`src/logic/tdmec_pkg.sv`:
```
/*
 Shared constants and types of the TDM error classifier.
 Assumes a 32-bit Avalon-MM register port and byte addresses.
*/
`default_nettype none
package tdmec_pkg;
  // ****************************************
  // Error codes of the interrupt descriptor
  // ****************************************
  localparam logic [3:0] ERR_NONE = 4'h0;
  localparam logic [3:0] ERR_INTERNAL_BUFFER_ERROR = 4'h1;
  localparam logic [3:0] ERR_FRAME_ALIGNMENT_CHANGE = 4'h2;
  localparam logic [3:0] ERR_OWNER = 4'h3;
  // ****************************************
  // Register byte offsets and fields
  // ****************************************
  localparam logic [3:0] REG_CTRL = 4'h0;
  localparam logic [3:0] REG_TXEN = 4'h4;
  localparam logic [3:0] REG_RXEN = 4'h8;
  localparam logic [3:0] REG_STAT = 4'hC;
  localparam int CTRL_CHAN_BIT = 0;
  localparam int CTRL_TRI_BIT = 1;
  localparam int CTRL_MAP_LSB = 4;
  localparam int MAP_W = 4;
  localparam int ST_INTERNAL_BUFFER_ERROR = 0;
  localparam int ST_TX_FRAME_ALIGNMENT_CHANGE = 1;
  localparam int ST_RX_FRAME_ALIGNMENT_CHANGE = 2;
  localparam int ST_OWNER = 3;
  localparam int ST_FROZEN = 4;
  localparam int STICKY_W = 4;
  localparam logic DIR_TX = 1'b0;
  localparam logic DIR_RX = 1'b1;
  // ****************************************
  // Carriers
  // ****************************************
  // Interrupt descriptor: error code sits in bits 19:16
  typedef struct packed {
    logic [11:0] rsvd_hi;
    logic [3:0] err;
    logic [7:0] rsvd_lo;
    logic dir;
    logic [6:0] chan;
  } tdmec_desc_type;
  typedef struct packed {
    logic valid;
    logic dir;
    logic [6:0] chan;
  } tdmec_event_type;
  typedef enum logic [1:0] {
    WALK_IDLE,
    WALK_TX,
    WALK_RX
  } tdmec_walk_type;
endpackage
`default_nettype wire

```
`src/logic/tdmec_top.sv`:
```
/*
 Error classifier and frame-alignment recovery for one channel group.
 Assumes channel engines on clk_sys drive the event inputs as pulses,
 sync pins are asynchronous, and software re-arms tx after recovery.
*/
// What this block does
// - Four-bit error code at bits 19:16
// - Code 1 on internal underflow or overflow
// - Code 2 to all channels on misaligned sync
// - Tx misalignment deactivates all tx channels, mapped groups
// - No tx descriptor updates afterwards; interrupts only with tx_req_done
// - Stop polling descriptors of active tx channels
// - Tx data idles: ones or three-state
// - Rx misalignment ends busy messages of enabled rx channels with error
// - Rx channels stay enabled after misalignment
// - Owner error when descriptor not yet handed over
// - Owner error when status write-back fails
`timescale 1ns/1ns
`default_nettype none

// ****************************************
// Frame flywheel
// ****************************************
module tdmec_flywheel #(
  parameter int FRAME_BITS = 256
) (
  input wire logic clk_sys,
  input wire logic rst_n,
  input wire logic bit_en,
  input wire logic sync_in,
  output logic frame_alignment_change
);
  import tdmec_pkg::*;
  localparam int CW = $clog2(FRAME_BITS);
  logic [CW-1:0] cnt_q, cnt_d;
  logic lock_q, lock_d, frame_alignment_change_q, frame_alignment_change_d;
  always_comb begin
    cnt_d = cnt_q;
    lock_d = lock_q;
    frame_alignment_change_d = 1'b0;
    if (bit_en) begin
      if (sync_in) begin
        // Sync marks bit 0; elsewhere it is out of step
        frame_alignment_change_d = lock_q && (cnt_q != '0);
        lock_d = 1'b1;
        cnt_d = CW'(1);
      end else if (cnt_q == CW'(FRAME_BITS - 1)) begin
        cnt_d = '0;
      end else begin
        cnt_d = cnt_q + CW'(1);
      end
    end
  end
  always_ff @(posedge clk_sys or negedge rst_n) begin
    if (!rst_n) begin
      cnt_q <= '0;
      lock_q <= 1'b0;
      frame_alignment_change_q <= 1'b0;
    end else begin
      cnt_q <= cnt_d;
      lock_q <= lock_d;
      frame_alignment_change_q <= frame_alignment_change_d;
    end
  end
  assign frame_alignment_change = frame_alignment_change_q;
endmodule

// ****************************************
// Top
// ****************************************
module tdmec_top #(
  parameter int NUM_CH = 8,
  parameter int BIT_DIV = 16,
  parameter int FRAME_BITS = 256
) (
  input wire logic clk_sys,
  input wire logic rstn,
  input wire logic [3:0] avs_address,
  input wire logic avs_read,
  input wire logic avs_write,
  input wire logic [31:0] avs_writedata,
  output logic [31:0] avs_readdata,
  output logic avs_waitrequest,
  input wire logic tx_sync_pin,
  input wire logic rx_sync_pin,
  input wire logic tx_bit_in,
  output logic tx_serial_data_out,
  output logic tx_serial_data_oe,
  input wire tdmec_pkg::tdmec_event_type buf_evt,
  input wire tdmec_pkg::tdmec_event_type own_evt,
  input wire tdmec_pkg::tdmec_event_type store_fail_evt,
  input wire logic [NUM_CH-1:0] rx_msg_busy,
  input wire logic tx_eob_req,
  input wire logic tx_eom_req,
  input wire logic tx_req_done,
  output logic end_of_buffer_interrupt,
  output logic end_of_message_interrupt,
  output logic tx_desc_update_en,
  output logic [NUM_CH-1:0] tx_poll_en,
  output logic [NUM_CH-1:0] rx_chan_en,
  output logic [NUM_CH-1:0] rx_msg_end,
  output logic [tdmec_pkg::MAP_W-1:0] mapped_group_deact,
  output logic desc_valid,
  output tdmec_pkg::tdmec_desc_type desc
);
  import tdmec_pkg::*;
  localparam int CH_W = (NUM_CH > 1) ? $clog2(NUM_CH) : 1;
  localparam int DW = (BIT_DIV > 1) ? $clog2(BIT_DIV) : 1;

  // ****************************************
  // Reset release and pin synchronisers
  // ****************************************
  logic rst_meta_q, rst_n_q;
  logic [1:0] sync_meta_q, sync_q;
  always_ff @(posedge clk_sys or negedge rstn) begin
    if (!rstn) begin
      rst_meta_q <= 1'b0;
      rst_n_q <= 1'b0;
    end else begin
      rst_meta_q <= 1'b1;
      rst_n_q <= rst_meta_q;
    end
  end
  always_ff @(posedge clk_sys or negedge rst_n_q) begin
    if (!rst_n_q) begin
      sync_meta_q <= '0;
      sync_q <= '0;
    end else begin
      sync_meta_q <= {rx_sync_pin, tx_sync_pin};
      sync_q <= sync_meta_q;
    end
  end

  // ****************************************
  // Bit-time enable and flywheels
  // ****************************************
  logic [DW-1:0] div_q, div_d;
  logic bit_en_q, bit_en_d, tx_fw_frame_alignment_change, rx_fw_frame_alignment_change;
  always_comb begin
    bit_en_d = (div_q == DW'(BIT_DIV - 1));
    div_d = bit_en_d ? '0 : div_q + DW'(1);
  end
  always_ff @(posedge clk_sys or negedge rst_n_q) begin
    if (!rst_n_q) begin
      div_q <= '0;
      bit_en_q <= 1'b0;
    end else begin
      div_q <= div_d;
      bit_en_q <= bit_en_d;
    end
  end
  tdmec_flywheel #(.FRAME_BITS(FRAME_BITS)) u_tx_fw (
    .clk_sys(clk_sys),
    .rst_n(rst_n_q),
    .bit_en(bit_en_q),
    .sync_in(sync_q[0]),
    .frame_alignment_change(tx_fw_frame_alignment_change)
  );
  tdmec_flywheel #(.FRAME_BITS(FRAME_BITS)) u_rx_fw (
    .clk_sys(clk_sys),
    .rst_n(rst_n_q),
    .bit_en(bit_en_q),
    .sync_in(sync_q[1]),
    .frame_alignment_change(rx_fw_frame_alignment_change)
  );

  // ****************************************
  // Registers, bus slave and recovery
  // ****************************************
  logic chan_q, chan_d, tri_q, tri_d, frozen_q, frozen_d, wait_q, wait_d;
  logic [MAP_W-1:0] map_q, map_d, mdeact_q, mdeact_d;
  logic [NUM_CH-1:0] txen_q, txen_d, rxen_q, rxen_d, rxend_q, rxend_d;
  logic [STICKY_W-1:0] sticky_q, sticky_d;
  logic [31:0] rdata_q, rdata_d;
  logic txd_q, txd_d, txoe_q, txoe_d, eob_q, eob_d, eom_q, eom_d;
  logic upd_q, upd_d;
  logic tx_frame_alignment_change, rx_frame_alignment_change, acc, wr;
  always_comb begin
    tx_frame_alignment_change = tx_fw_frame_alignment_change && chan_q;
    rx_frame_alignment_change = rx_fw_frame_alignment_change && chan_q;
    acc = (avs_read || avs_write) && !wait_q;
    wr = acc && avs_write;
    chan_d = chan_q;
    tri_d = tri_q;
    map_d = map_q;
    txen_d = txen_q;
    rxen_d = rxen_q;
    frozen_d = frozen_q;
    sticky_d = sticky_q;
    rdata_d = '0;
    wait_d = !(avs_read || avs_write) || !wait_q;
    if (wr) begin
      case (avs_address)
        REG_CTRL: begin
          chan_d = avs_writedata[CTRL_CHAN_BIT];
          tri_d = avs_writedata[CTRL_TRI_BIT];
          map_d = avs_writedata[CTRL_MAP_LSB +: MAP_W];
        end
        REG_TXEN: begin
          txen_d = avs_writedata[NUM_CH-1:0];
          frozen_d = 1'b0;
        end
        REG_RXEN: rxen_d = avs_writedata[NUM_CH-1:0];
        REG_STAT: sticky_d = sticky_q & ~avs_writedata[STICKY_W-1:0];
        default: ;
      endcase
    end
    if (avs_read && wait_q) begin
      case (avs_address)
        REG_CTRL: begin
          rdata_d[CTRL_CHAN_BIT] = chan_q;
          rdata_d[CTRL_TRI_BIT] = tri_q;
          rdata_d[CTRL_MAP_LSB +: MAP_W] = map_q;
        end
        REG_TXEN: rdata_d[NUM_CH-1:0] = txen_q;
        REG_RXEN: rdata_d[NUM_CH-1:0] = rxen_q;
        REG_STAT: begin
          rdata_d[STICKY_W-1:0] = sticky_q;
          rdata_d[ST_FROZEN] = frozen_q;
        end
        default: ;
      endcase
    end
    // Hardware events set after any clear, so they win
    if (buf_evt.valid) sticky_d[ST_INTERNAL_BUFFER_ERROR] = 1'b1;
    if (own_evt.valid || store_fail_evt.valid) sticky_d[ST_OWNER] = 1'b1;
    if (rx_frame_alignment_change) sticky_d[ST_RX_FRAME_ALIGNMENT_CHANGE] = 1'b1;
    mdeact_d = '0;
    rxend_d = '0;
    if (tx_frame_alignment_change) begin
      sticky_d[ST_TX_FRAME_ALIGNMENT_CHANGE] = 1'b1;
      txen_d = '0;
      frozen_d = 1'b1;
      mdeact_d = map_q;
    end
    rxend_d = rx_frame_alignment_change ? (rx_msg_busy & rxen_q) : '0;
    // Idle level while frozen; all ones or released
    txd_d = frozen_d ? 1'b1 : tx_bit_in;
    txoe_d = frozen_d ? !tri_d : 1'b1;
    eob_d = tx_eob_req && (!frozen_d || tx_req_done);
    eom_d = tx_eom_req && (!frozen_d || tx_req_done);
    upd_d = !frozen_d;
  end
  always_ff @(posedge clk_sys or negedge rst_n_q) begin
    if (!rst_n_q) begin
      chan_q <= 1'b0;
      tri_q <= 1'b0;
      map_q <= '0;
      txen_q <= '0;
      rxen_q <= '0;
      frozen_q <= 1'b0;
      sticky_q <= '0;
      rdata_q <= '0;
      wait_q <= 1'b1;
      mdeact_q <= '0;
      rxend_q <= '0;
      txd_q <= 1'b1;
      txoe_q <= 1'b0;
      eob_q <= 1'b0;
      eom_q <= 1'b0;
      upd_q <= 1'b1;
    end else begin
      chan_q <= chan_d;
      tri_q <= tri_d;
      map_q <= map_d;
      txen_q <= txen_d;
      rxen_q <= rxen_d;
      frozen_q <= frozen_d;
      sticky_q <= sticky_d;
      rdata_q <= rdata_d;
      wait_q <= wait_d;
      mdeact_q <= mdeact_d;
      rxend_q <= rxend_d;
      txd_q <= txd_d;
      txoe_q <= txoe_d;
      eob_q <= eob_d;
      eom_q <= eom_d;
      upd_q <= upd_d;
    end
  end

  // ****************************************
  // Descriptor generation
  // ****************************************
  tdmec_walk_type walk_q, walk_d;
  logic [CH_W-1:0] wch_q, wch_d;
  logic rpend_q, rpend_d, tpend_q, tpend_d, dval_q, dval_d;
  tdmec_event_type bpend_q, bpend_d, opend_q, opend_d, oevt;
  tdmec_desc_type desc_q, desc_d;
  always_comb begin
    walk_d = walk_q;
    wch_d = wch_q;
    rpend_d = rpend_q || rx_frame_alignment_change;
    tpend_d = tpend_q || tx_frame_alignment_change;
    bpend_d = bpend_q;
    opend_d = opend_q;
    desc_d = '0;
    dval_d = 1'b0;
    oevt = own_evt.valid ? own_evt : store_fail_evt;
    case (walk_q)
      WALK_TX, WALK_RX: begin
        dval_d = 1'b1;
        desc_d.err = ERR_FRAME_ALIGNMENT_CHANGE;
        desc_d.dir = (walk_q == WALK_RX) ? DIR_RX : DIR_TX;
        desc_d.chan = 7'(wch_q);
        wch_d = wch_q + CH_W'(1);
        if (wch_q == CH_W'(NUM_CH - 1)) begin
          wch_d = '0;
          walk_d = WALK_IDLE;
        end
      end
      WALK_IDLE: begin
        if (bpend_q.valid) begin
          dval_d = 1'b1;
          desc_d.err = ERR_INTERNAL_BUFFER_ERROR;
          desc_d.dir = bpend_q.dir;
          desc_d.chan = bpend_q.chan;
          bpend_d.valid = 1'b0;
        end else if (opend_q.valid) begin
          dval_d = 1'b1;
          desc_d.err = ERR_OWNER;
          desc_d.dir = opend_q.dir;
          desc_d.chan = opend_q.chan;
          opend_d.valid = 1'b0;
        end
        // A tx change seen during a walk waits here for its turn
        if (tpend_q || tx_frame_alignment_change) begin
          walk_d = WALK_TX;
          tpend_d = 1'b0;
        end else if (rpend_q || rx_frame_alignment_change) begin
          walk_d = WALK_RX;
          rpend_d = 1'b0;
        end
      end
      default: walk_d = WALK_IDLE;
    endcase
    // A new event refills a slot freed in the same cycle
    if (buf_evt.valid && !bpend_d.valid) bpend_d = buf_evt;
    if (oevt.valid && !opend_d.valid) opend_d = oevt;
  end
  always_ff @(posedge clk_sys or negedge rst_n_q) begin
    if (!rst_n_q) begin
      walk_q <= WALK_IDLE;
      wch_q <= '0;
      rpend_q <= 1'b0;
      tpend_q <= 1'b0;
      bpend_q <= '0;
      opend_q <= '0;
      desc_q <= '0;
      dval_q <= 1'b0;
    end else begin
      walk_q <= walk_d;
      wch_q <= wch_d;
      rpend_q <= rpend_d;
      tpend_q <= tpend_d;
      bpend_q <= bpend_d;
      opend_q <= opend_d;
      desc_q <= desc_d;
      dval_q <= dval_d;
    end
  end

  assign avs_readdata = rdata_q;
  assign avs_waitrequest = wait_q;
  assign tx_serial_data_out = txd_q;
  assign tx_serial_data_oe = txoe_q;
  assign end_of_buffer_interrupt = eob_q;
  assign end_of_message_interrupt = eom_q;
  assign tx_desc_update_en = upd_q;
  assign tx_poll_en = txen_q;
  assign rx_chan_en = rxen_q;
  assign rx_msg_end = rxend_q;
  assign mapped_group_deact = mdeact_q;
  assign desc_valid = dval_q;
  assign desc = desc_q;
endmodule
`default_nettype wire

```
`config.mk`:
```
export PLATFORM = sky130hd
export DESIGN_NAME = tdmec_top
export DESIGN_NICKNAME = d
export VERILOG_FILES = /design/src/logic/tdmec_pkg.sv /design/src/logic/tdmec_top.sv
export SDC_FILE = /design/constraint.sdc
export NUM_CORES = 1
export LEC_CHECK = 0
export BUFFER_PORTS_ARGS = -buffer_cell sky130_fd_sc_hd__buf_2
export CAP_MARGIN = 10
export CORE_MARGIN = 1.5
export CORE_UTILIZATION = 45
export CTS_BUF_LIST = sky130_fd_sc_hd__clkbuf_4 sky130_fd_sc_hd__clkbuf_8
export CTS_CLUSTER_DIAMETER = 120
export DETAILED_ROUTE_END_ITERATION = 7
export PLACE_DENSITY = 0.86
export SETUP_SLACK_MARGIN = 0.05
export SYNTH_ARGS = -nofsm -noshare
export SYNTH_HDL_FRONTEND = slang
export SYNTH_SLANG_ARGS = --single-unit
```
`constraint.sdc`:
```
create_clock -name clk_sys -period 3.28 [get_ports clk_sys]
set_input_delay 0 -clock clk_sys [delete_from_list [all_inputs] [get_ports clk_sys]]
set_output_delay 0 -clock clk_sys [all_outputs]
set_load 0.02 [all_outputs]
```
Word-level counts from Yosys, hierarchy flattened --
Index checks and enable logic that the tools add are counted. W data, S select, Z words.
Word-level totals: bits in registers 122, word-level logic and storage cells 166, output and inout port bits 99
Cells by class: multiplexer cells 56, add/sub/neg operators 4, reductions and logical operators 47, bitwise gates (word level) 3, eq/ne operators 11
Operator list (number):
- $mux W8 | 11
- $mux W9 | 3
- $mux W1 | 24
- $reduce_and A2 Y1 | 10
- $reduce_bool A2 Y1 | 9
- $add A8 B1 Y8 const B | 2
- $eq A8 B8 Y1 const B | 2
- $mux W4 | 4
- $pmux W8 S2 | 1
- $reduce_bool A8 Y1 | 2
- $eq A4 B4 Y1 const B | 3
- $logic_and A1 B1 Y1 | 11
- $mux W2 | 5
- $pmux W3 S3 | 1
- $and A8 B8 Y8 | 1
- $pmux W2 S2 | 2
- $pmux W2 S4 | 1
- $logic_not A1 Y1 | 6
- $logic_or A1 B1 Y1 | 6
- $pmux W2 S3 | 1
- $add A4 B1 Y4 const B | 1
- $and A4 B4 Y4 | 1
- $eq A4 B3 Y1 const B | 1
- $logic_not A4 Y1 | 1
- other kinds (12) | 12

Longest topological paths before layout --
Gate-level depths: netlist (run 1).
depth in word-level cells 8, depth in mapped cells 6

Modules after synthesis --
A second synthesis (run 1) with hierarchy kept.
Unflattened totals: cells, all modules 487, area total of the unflattened synthesis 5652.9 µm²
Modules (own cells, without submodules):
- tdmec_top | times used 1, sequential area each 2506.2 µm², cells an instance 365, area an instance 4424.2 µm²
- tdmec_flywheel | times used 2, sequential area each 250.2 µm², cells an instance 61, area an instance 614.3 µm²

Worst setup path after synthesis (run 1) --
OpenSTA, ideal clock, no wires.
kind reg2reg, from register walk_q[1], to register opend_q[0] (netlist name), buffers on the path 0, library setup time 125 ps, cell stages (with the launch flop) 6, arrival time 1382 ps, path slack 1773 ps, cell sequence dfrtp_1 > inv_1 > ha_1 > nand2b_1 > a21oi_2 > mux2_2
Between the ends: word-level cells in the longest chain between the ends 4
RTL lines:
- from (decl) | line tdmec_top.sv:285 | tdmec_walk_type walk_q, walk_d;
- from (signal assigned) | line tdmec_top.sv:352 | walk_q <= walk_d;
- $logic_not A2 Y1 | line tdmec_top.sv:300 | case (walk_q)
- $mux W1 | line tdmec_top.sv:300
- $logic_not A1 Y1 | line tdmec_top.sv:339 | if (oevt.valid && !opend_d.valid) opend_d = oevt;
- $logic_and A1 B1 Y1 | line tdmec_top.sv:339
- to (signal assigned) | line tdmec_top.sv:357 | opend_q <= opend_d;
- to (decl) | line tdmec_top.sv:288 | tdmec_event_type bpend_q, bpend_d, opend_q, opend_d, oevt;
Every way passes these cells. A chain may end at the register's enable or synchronous reset.

Final worst setup path (run 1) --
from register wait_q, in the netlist avs_waitrequest, to register txoe_q, in the netlist tx_serial_data_oe
Between the ends: word-level cells in the longest chain between the ends 6
RTL lines:
- from (decl) | line tdmec_top.sv:170 | logic chan_q, chan_d, tri_q, tri_d, frozen_q, frozen_d, wait_q, wait_d;
- from (signal assigned) | line tdmec_top.sv:271 | wait_q <= wait_d;
- $logic_not A1 Y1 * | line tdmec_top.sv:181 | acc = (avs_read || avs_write) && !wait_q;
- $logic_and A1 B1 Y1 * | line tdmec_top.sv:181
- $logic_and A1 B1 Y1 * | line tdmec_top.sv:182 | wr = acc && avs_write;
- $mux W1 | line tdmec_top.sv:192 | if (wr) begin
- $mux W1 / $logic_not A1 Y1 (equally long branches) | line tdmec_top.sv:230, tdmec_top.sv:239
- $mux W1 * | line tdmec_top.sv:239 | txoe_d = frozen_d ? !tri_d : 1'b1;
- net txoe_d | line tdmec_top.sv:175 | logic txd_q, txd_d, txoe_q, txoe_d, eob_q, eob_d, eom_q, eom_d;
- to (signal assigned) | line tdmec_top.sv:275 | txoe_q <= txoe_d;
- to (decl) | line tdmec_top.sv:175
Mark *: on every way through the listed nets, which the timed path passes. The rest lies on a longest branch.

==> qor.csv, run 1 <==
metric,value,unit
ys_ff_latch,120,
holdCritPathClass,primary input to register,
largest_register_ffs,10,
dp_hpwl,7.90,mm
yosysMostFrequentCell,dfrtp_1,
syn_avg_cell_area,11.6,um2
async_flop_share,1.00,
grt_pass1_wl,21.0,mm
grt_overflow,0,
synthTopCellsByCount,"dfrtp_1, buf_4, mux2_2, nand2_1, nor2_1",
cp_max_fo,9,
die_area,12800,um2
numCtsBuffers,17,
p_leak,3.44,nW
grt_max_degree,66,
rsz0062_at_grt,no,
nFillCells,946,
critPathKind,register to register,
irDropWorstVdd,0.206,mV
synth.top_cells.by_area,"dfrtp_1, mux2_2, buf_4",
max_slew_margin,0.458,
max_freq,486,MHz
setup_viol,0,
syn_inst,472,
cts_tree,built,
drcViolationCount,0,
first_pass_iters,5,
power_density,574,nW/um2
status,"finished, final reports clean",
dieHeight,113,um
slew_violations,0,
synth_top_flop_cell,dfrtp_1,
wl,13.1,mm
pin_count,180,
fin_crit,2060,ps
finalNetCount,729,
synth_cell_types,51,
syn_to_final_growth,27.9,%
ant_nets,0,
grt_antenna_before_repair,2,
grt_pass1_vias,4222,
initial_core_util,0.458,
vias,4245,
synth_top_area_frac,0.536,
ys_warn_count,0,
place_congestion,0.812,
die_w,113,um
drv_cap,0,
root_buffer,clkbuf_8,
viasPerCell,5.31,
ctsLongestPathBuffers,2,
synth_edf_count,0,
ys_seq_area_frac,0.551,
drt_iter0_drc,285,
arrival,2390,ps
skew,8.70,ps
core_area,11900,um2
wl_per_cell,16.3,um
cp-end-kind,register,
port_buffers,109,
timing.final.crit_share,0.628,
clock_sinks,120,
htree_num_levels,4,
dpl.cell_count,711,
drive_above_1_share,0.306,
synth_largest_area_cell,dfrtp_1,
fin_tns_setup,0,ps
finalNonFillerCells,800,
clk_pin_slew_worst_paths,70,ps
clock_latency,440,ps
grt.total_usage,0.212,
finalHoldViolCount,0,
cp-start-kind,register,
required,3610,ps
netlist_area,5460,um2
tightest_slew,811,ps
num_rows,40,
==> where the power goes <==
part	internal, W	total, W	switching, W
Sequential	0.00165	0.00180	0.000145
Combinational	0.000310	0.000697	0.000387
Clock	0.000942	0.00151	0.000570
Total	0.00291	0.00401	0.00110
==> cell type report <==
class                           instances  area (um2)  share of cell area
Clock inverter                          7         139              0.0199
Tap cell                              147         184              0.0263
Clock buffer                           24         318              0.0455
Timing Repair Buffer                  166        1130               0.161
Sequential cell                       120        3010               0.431
Inverter                               13        48.8             0.00699
Multi-Input combinational cell        321        2150               0.308
Antenna cell                            2        5.00            0.000717
==> metal layers <==
| metal | up-vias | routed length (um) | part of all wire | GRT usage |
|---|---|---|---|---|
| li1 | 1913 | - | - | - |
| met3 | 46 | 696 | 0.053 | 0.0605 |
| met5 | - | 0 | 0 | 0 |
| met1 | 2106 | 4910 | 0.38 | 0.243 |
| met4 | 0 | 444 | 0.034 | 0.111 |
| met2 | 180 | 7030 | 0.54 | 0.363 |
==> worst paths after layout <==
check	start	to	slack, ps	depth (start not counted)
worst max register to register	avs_waitrequest	tx_serial_data_oe	1220	4
worst min register to register	rst_meta_q	rst_n_q	350	0
worst min-delay path	own_evt[8]	opend_q[8]	60	3
min in group asynchronous	rst_n_q	rx_chan_en[4]	380	0
worst max-delay path	avs_waitrequest	tx_serial_data_oe	1220	4
max in group asynchronous	rst_n_q	desc[17]	2110	1
==> cell usage in the layout (no fill, tap or decap), types with 4 or more instances in the layout <==
master,netlist,layout
a21oi_1,21,21
a22oi_1,13,13
a31oi_1,5,5
and3_1,14,14
buf_2,8,109
bufinv_16,0,4
clkbuf_8,0,22
conb_1,2,47
dfrtp_1,117,116
dlygate4sd3_1,0,56
ha_1,9,9
inv_1,12,12
mux2_2,42,42
mux2i_1,7,7
nand2_1,25,25
nand2b_1,8,8
nand3_1,20,20
nor2_1,23,23
nor2b_1,11,11
o21ai_0,22,22
o2bb2ai_1,5,5
or3_1,4,4
==> through the flow <==
step            util  setup slack (ps)  cell area (um2)  hold WS (ps)  power, W
2_1_floorplan      -              1280             5630          -296   0.00226
3_3_place_gp   0.500              1400             5960          -214   0.00240
3_5_place_dp   0.500              1330             5960          -210   0.00244
4_1_cts        0.586              1240             6980          37.3   0.00400
5_1_grt        0.586              1100             6980          75.8   0.00418
6_report       0.586              1220             6980          56.7   0.00401
==> kinds of logic after synthesis <==
family / synth area share
AOI/OAI and AO/OA: 0.106
xor gates and xnor gates: 0.00321
adders and majority gates: 0.0206
buffers and inverters: 0.0857
DFF: 0.551
muxes: 0.112
other: 0.00138
and+or+nand+nor: 0.120
==> repair_timing <==
action / 4_1_cts / 5_1_grt
hold endpoints to repair: 67 / 0
setup buffers: 0 / 0
hold buffers: 56 / 0
resized for setup: 0 / 0
==> worst max-delay path: stages (launching register included) <==
cell	delay (ps)
dfstp_2	400
nor4b_4	390
dlygate4sd3_1	840
nand3_1	150
a21o_1	180
No activity file was read; power rests on OpenSTA's default activity.
==> run 2: changes to the inputs <==
--- a/config.mk
+++ b/config.mk
@@ -5,6 +5,7 @@
 export SDC_FILE = /design/constraint.sdc
 export NUM_CORES = 1
 export LEC_CHECK = 0
+export ABC_AREA = 1
 export BUFFER_PORTS_ARGS = -buffer_cell sky130_fd_sc_hd__buf_2
 export CAP_MARGIN = 10
 export CORE_MARGIN = 1.5
@@ -12,7 +13,7 @@
 export CTS_BUF_LIST = sky130_fd_sc_hd__clkbuf_4 sky130_fd_sc_hd__clkbuf_8
 export CTS_CLUSTER_DIAMETER = 120
 export DETAILED_ROUTE_END_ITERATION = 7
-export PLACE_DENSITY = 0.86
+export PLACE_DENSITY = 0.83
 export SETUP_SLACK_MARGIN = 0.05
 export SYNTH_ARGS = -nofsm -noshare
 export SYNTH_HDL_FRONTEND = slang
==> constraint.sdc (replaced) <==
create_clock -name clk_sys -period 1.94 [get_ports clk_sys]
set_input_delay 0 -clock clk_sys [delete_from_list [all_inputs] [get_ports clk_sys]]
set_output_delay 0 -clock clk_sys [all_outputs]
set_load 0.02 [all_outputs]
==> run 2 against run 1 <==
Worst hold slack worse by 19 ps. Clock power is 54% higher. Largest power group unchanged. Count of clock-buffer cells in the layout down 6.
==> qor.csv, run 2 <==
metric,value,unit,change
timing.final.crit_share,0.930,,+0.302
die_w,114,um,+0.87%
async_flop_share,1.00,,unchanged
root_buffer,clkbuf_8,,
initial_core_util,0.463,,+0.00431
pin_count,180,,unchanged
grt_pass1_wl,21.5,mm,+2.5%
ctsLongestPathBuffers,2,,unchanged
use_met2,0.346,,-0.0170
die_area,13000,um2,+1.7%
synth_top_flop_cell,dfrtp_1,,
synthTopCellsByCount,"nand2_1, dfrtp_1, inv_1, nor2_1, nand3_1",,
dieHeight,114,um,+0.87%
design_area,7230,um2,+3.6%
p_sw_frac,0.309,,+0.0339
rsz0062_at_grt,no,,
syn_avg_cell_area,8.80,um2,-24%
final_cell_mix,"nand2_1, dfrtp_1, buf_2, inv_1, nor2_1",,
clock_sinks,120,,unchanged
seq_power_share,0.455,,+0.006
required,2260,ps,-1350 ps
syn_inst,631,,+34%
syn_to_final_growth,30.2,%,
place_congestion,0.829,,+2.1%
drt_iter0_drc,453,,+59%
grt_overflow,0,,unchanged
wl,13.3,mm,+1.7%
nFillCells,953,,+0.74%
ant_nets,0,,unchanged
viasPerCell,4.83,,-8.9%
synth_top_area_frac,0.527,,-0.00942
critPathKind,register to register,,
wl_per_cell,13.5,um,-17%
internal_power,0.00459,W,+58%
grt.total_usage,0.211,,-0.00136
final_common_cell,nand2_1,,
grt_most_used_layer,met2,,
max_freq,554,MHz,+14%
port_buffers,109,,unchanged
slew_violations,0,,unchanged
num_rows,40,,unchanged
p_leak,3.86,nW,+12%
synth_largest_area_cell,dfrtp_1,,
yosysMostFrequentCell,nand2_1,,
placed_cell_area,6140,um2,+2.9%
cp_max_fo,9,,unchanged
clock_latency,430,ps,about the same
grt_max_degree,72,,+9.1%
finalHoldViolCount,0,,unchanged
setup_viol,0,,unchanged
netlist_area,5560,um2,+1.8%
drv_cap,0,,unchanged
cp-end-kind,register,,
holdCritPathClass,primary input to register,,
pwr-share-clk,0.350,,-0.027
synth_cell_types,37,,-27%
first_pass_iters,5,,unchanged
combPwrFrac,0.194,,+0.020
ys_seq_area_frac,0.541,,-0.00968
arrival,2130,ps,-260 ps
cts_tree,built,,
ys_warn_count,0,,unchanged
cp-start-kind,register,,
switching_power,0.00205,W,+86%
drive_above_1_share,0.223,,-0.0829
met3_usage,0.0503,,-0.0102
dp_hpwl,8.36,mm,+5.8%
status,"finished, final reports clean",,
finalNetCount,912,,+25%
synth_edf_count,0,,unchanged
htree_num_levels,4,,unchanged
grt_antenna_before_repair,1,,-1
fin_crit,1800,ps,-255 ps
ys_ff_latch,120,,unchanged
synth.top_cells.by_area,"dfrtp_1, nand2_1, buf_4",,
skew,9.65,ps,+0.947 ps
vias,4750,,+12%
irDropWorstVdd,0.357,mV,+73%
numCtsBuffers,17,,unchanged
drcViolationCount,0,,unchanged
grt_pass1_vias,4721,,+12%
largest_register_ffs,10,,unchanged
clk_pin_slew_worst_paths,80,ps,about the same
power_density,918,nW/um2,+60%
core_area,12000,um2,+0.84%
grt_util_met1,0.250,,+0.00740
post-place-ws,446,ps,-879 ps
fin_tns_setup,0,ps,unchanged
fin_ws,136,ps,-1080 ps
## run 2: logic make-up after synthesis
group | count (synthesis) | share of synthesized area
AND/OR/NAND/NOR | 293 | 0.231
buffers and inverters | 129 | 0.123
flip-flops | 120 | 0.541
AO/OA/AOI/OAI | 68 | 0.0664
adder cells (fa/ha/maj) | 9 | 0.0203
XOR/XNOR | 5 | 0.00788
multiplexers | 5 | 0.00901
other | 2 | 0.00135
## run 2: timing repair
action	4_1_cts	5_1_grt
setup buffers	0	4
resized for setup	0	4
setup endpoints to repair	0	10
hold buffers	63	0
endpoints found under the hold margin	64	0
## run 2: worst max-delay path: stages, from the launching register on
cell	delay, ps
dfrtp_1	390
inv_1	90
ha_4	170
inv_2	70
nand2_1	80
buf_6	170
nand3_1	70
dlygate4sd3_1	580
nand2_1	80
## run 2: worst paths after layout
check                                     from          endpoint  slack, ps  cells after the start
worst max register to register       walk_q[0]        bpend_q[0]        140                      8
worst max-delay path                 walk_q[0]        bpend_q[0]        140                      8
max in group asynchronous              rst_n_q   avs_waitrequest       1260                      1
worst min register to register         rst_n_q  u_tx_fw.cnt_q[5]        320                      1
worst min-delay path            avs_address[1]     rx_chan_en[0]         40                      4
min in group asynchronous              rst_n_q  u_tx_fw.cnt_q[5]        320                      1
## run 2: per-layer routing
layer	vias to the layer above	wire length [um]
met3	57	632
met1	2223	5440
li1	2269	-
met5	-	0
met2	201	6640
met4	0	580
## run 2: final cells by class
type	instances	area (um2)	area share
Multi-Input combinational cell	427	2050	0.283
Clock inverter	14	175	0.0242
Sequential cell	120	3010	0.416
Inverter	71	267	0.0369
Clock buffer	18	241	0.0334
Timing Repair Buffer	185	1300	0.180
Tap cell	147	184	0.0254
Antenna cell	1	2.50	0.000346
## run 2: power by group through the flow
| stage | logic (W) | registers, W | clock network, W |
|---|---|---|---|
| after floorplan | 0.000619 | 0.00323 | 0 |
| after global placement | 0.00110 | 0.00305 | 0 |
| after detailed placement | 0.00113 | 0.00306 | 0 |
| after global routing | 0.00143 | 0.00306 | 0.00248 |
| after CTS | 0.00125 | 0.00301 | 0.00237 |
| final | 0.00129 | 0.00302 | 0.00233 |
## run 2: metrics by stage
step,hold WS (ps),util,power (W),std cells
after floorplan,-296,-,0.00385,676
after global placement,-213,0.511,0.00415,883
after detailed placement,-209,0.511,0.00419,883
after CTS,13.5,0.598,0.00664,978
after global routing,72.8,0.602,0.00696,983
final,38.1,0.602,0.00664,983
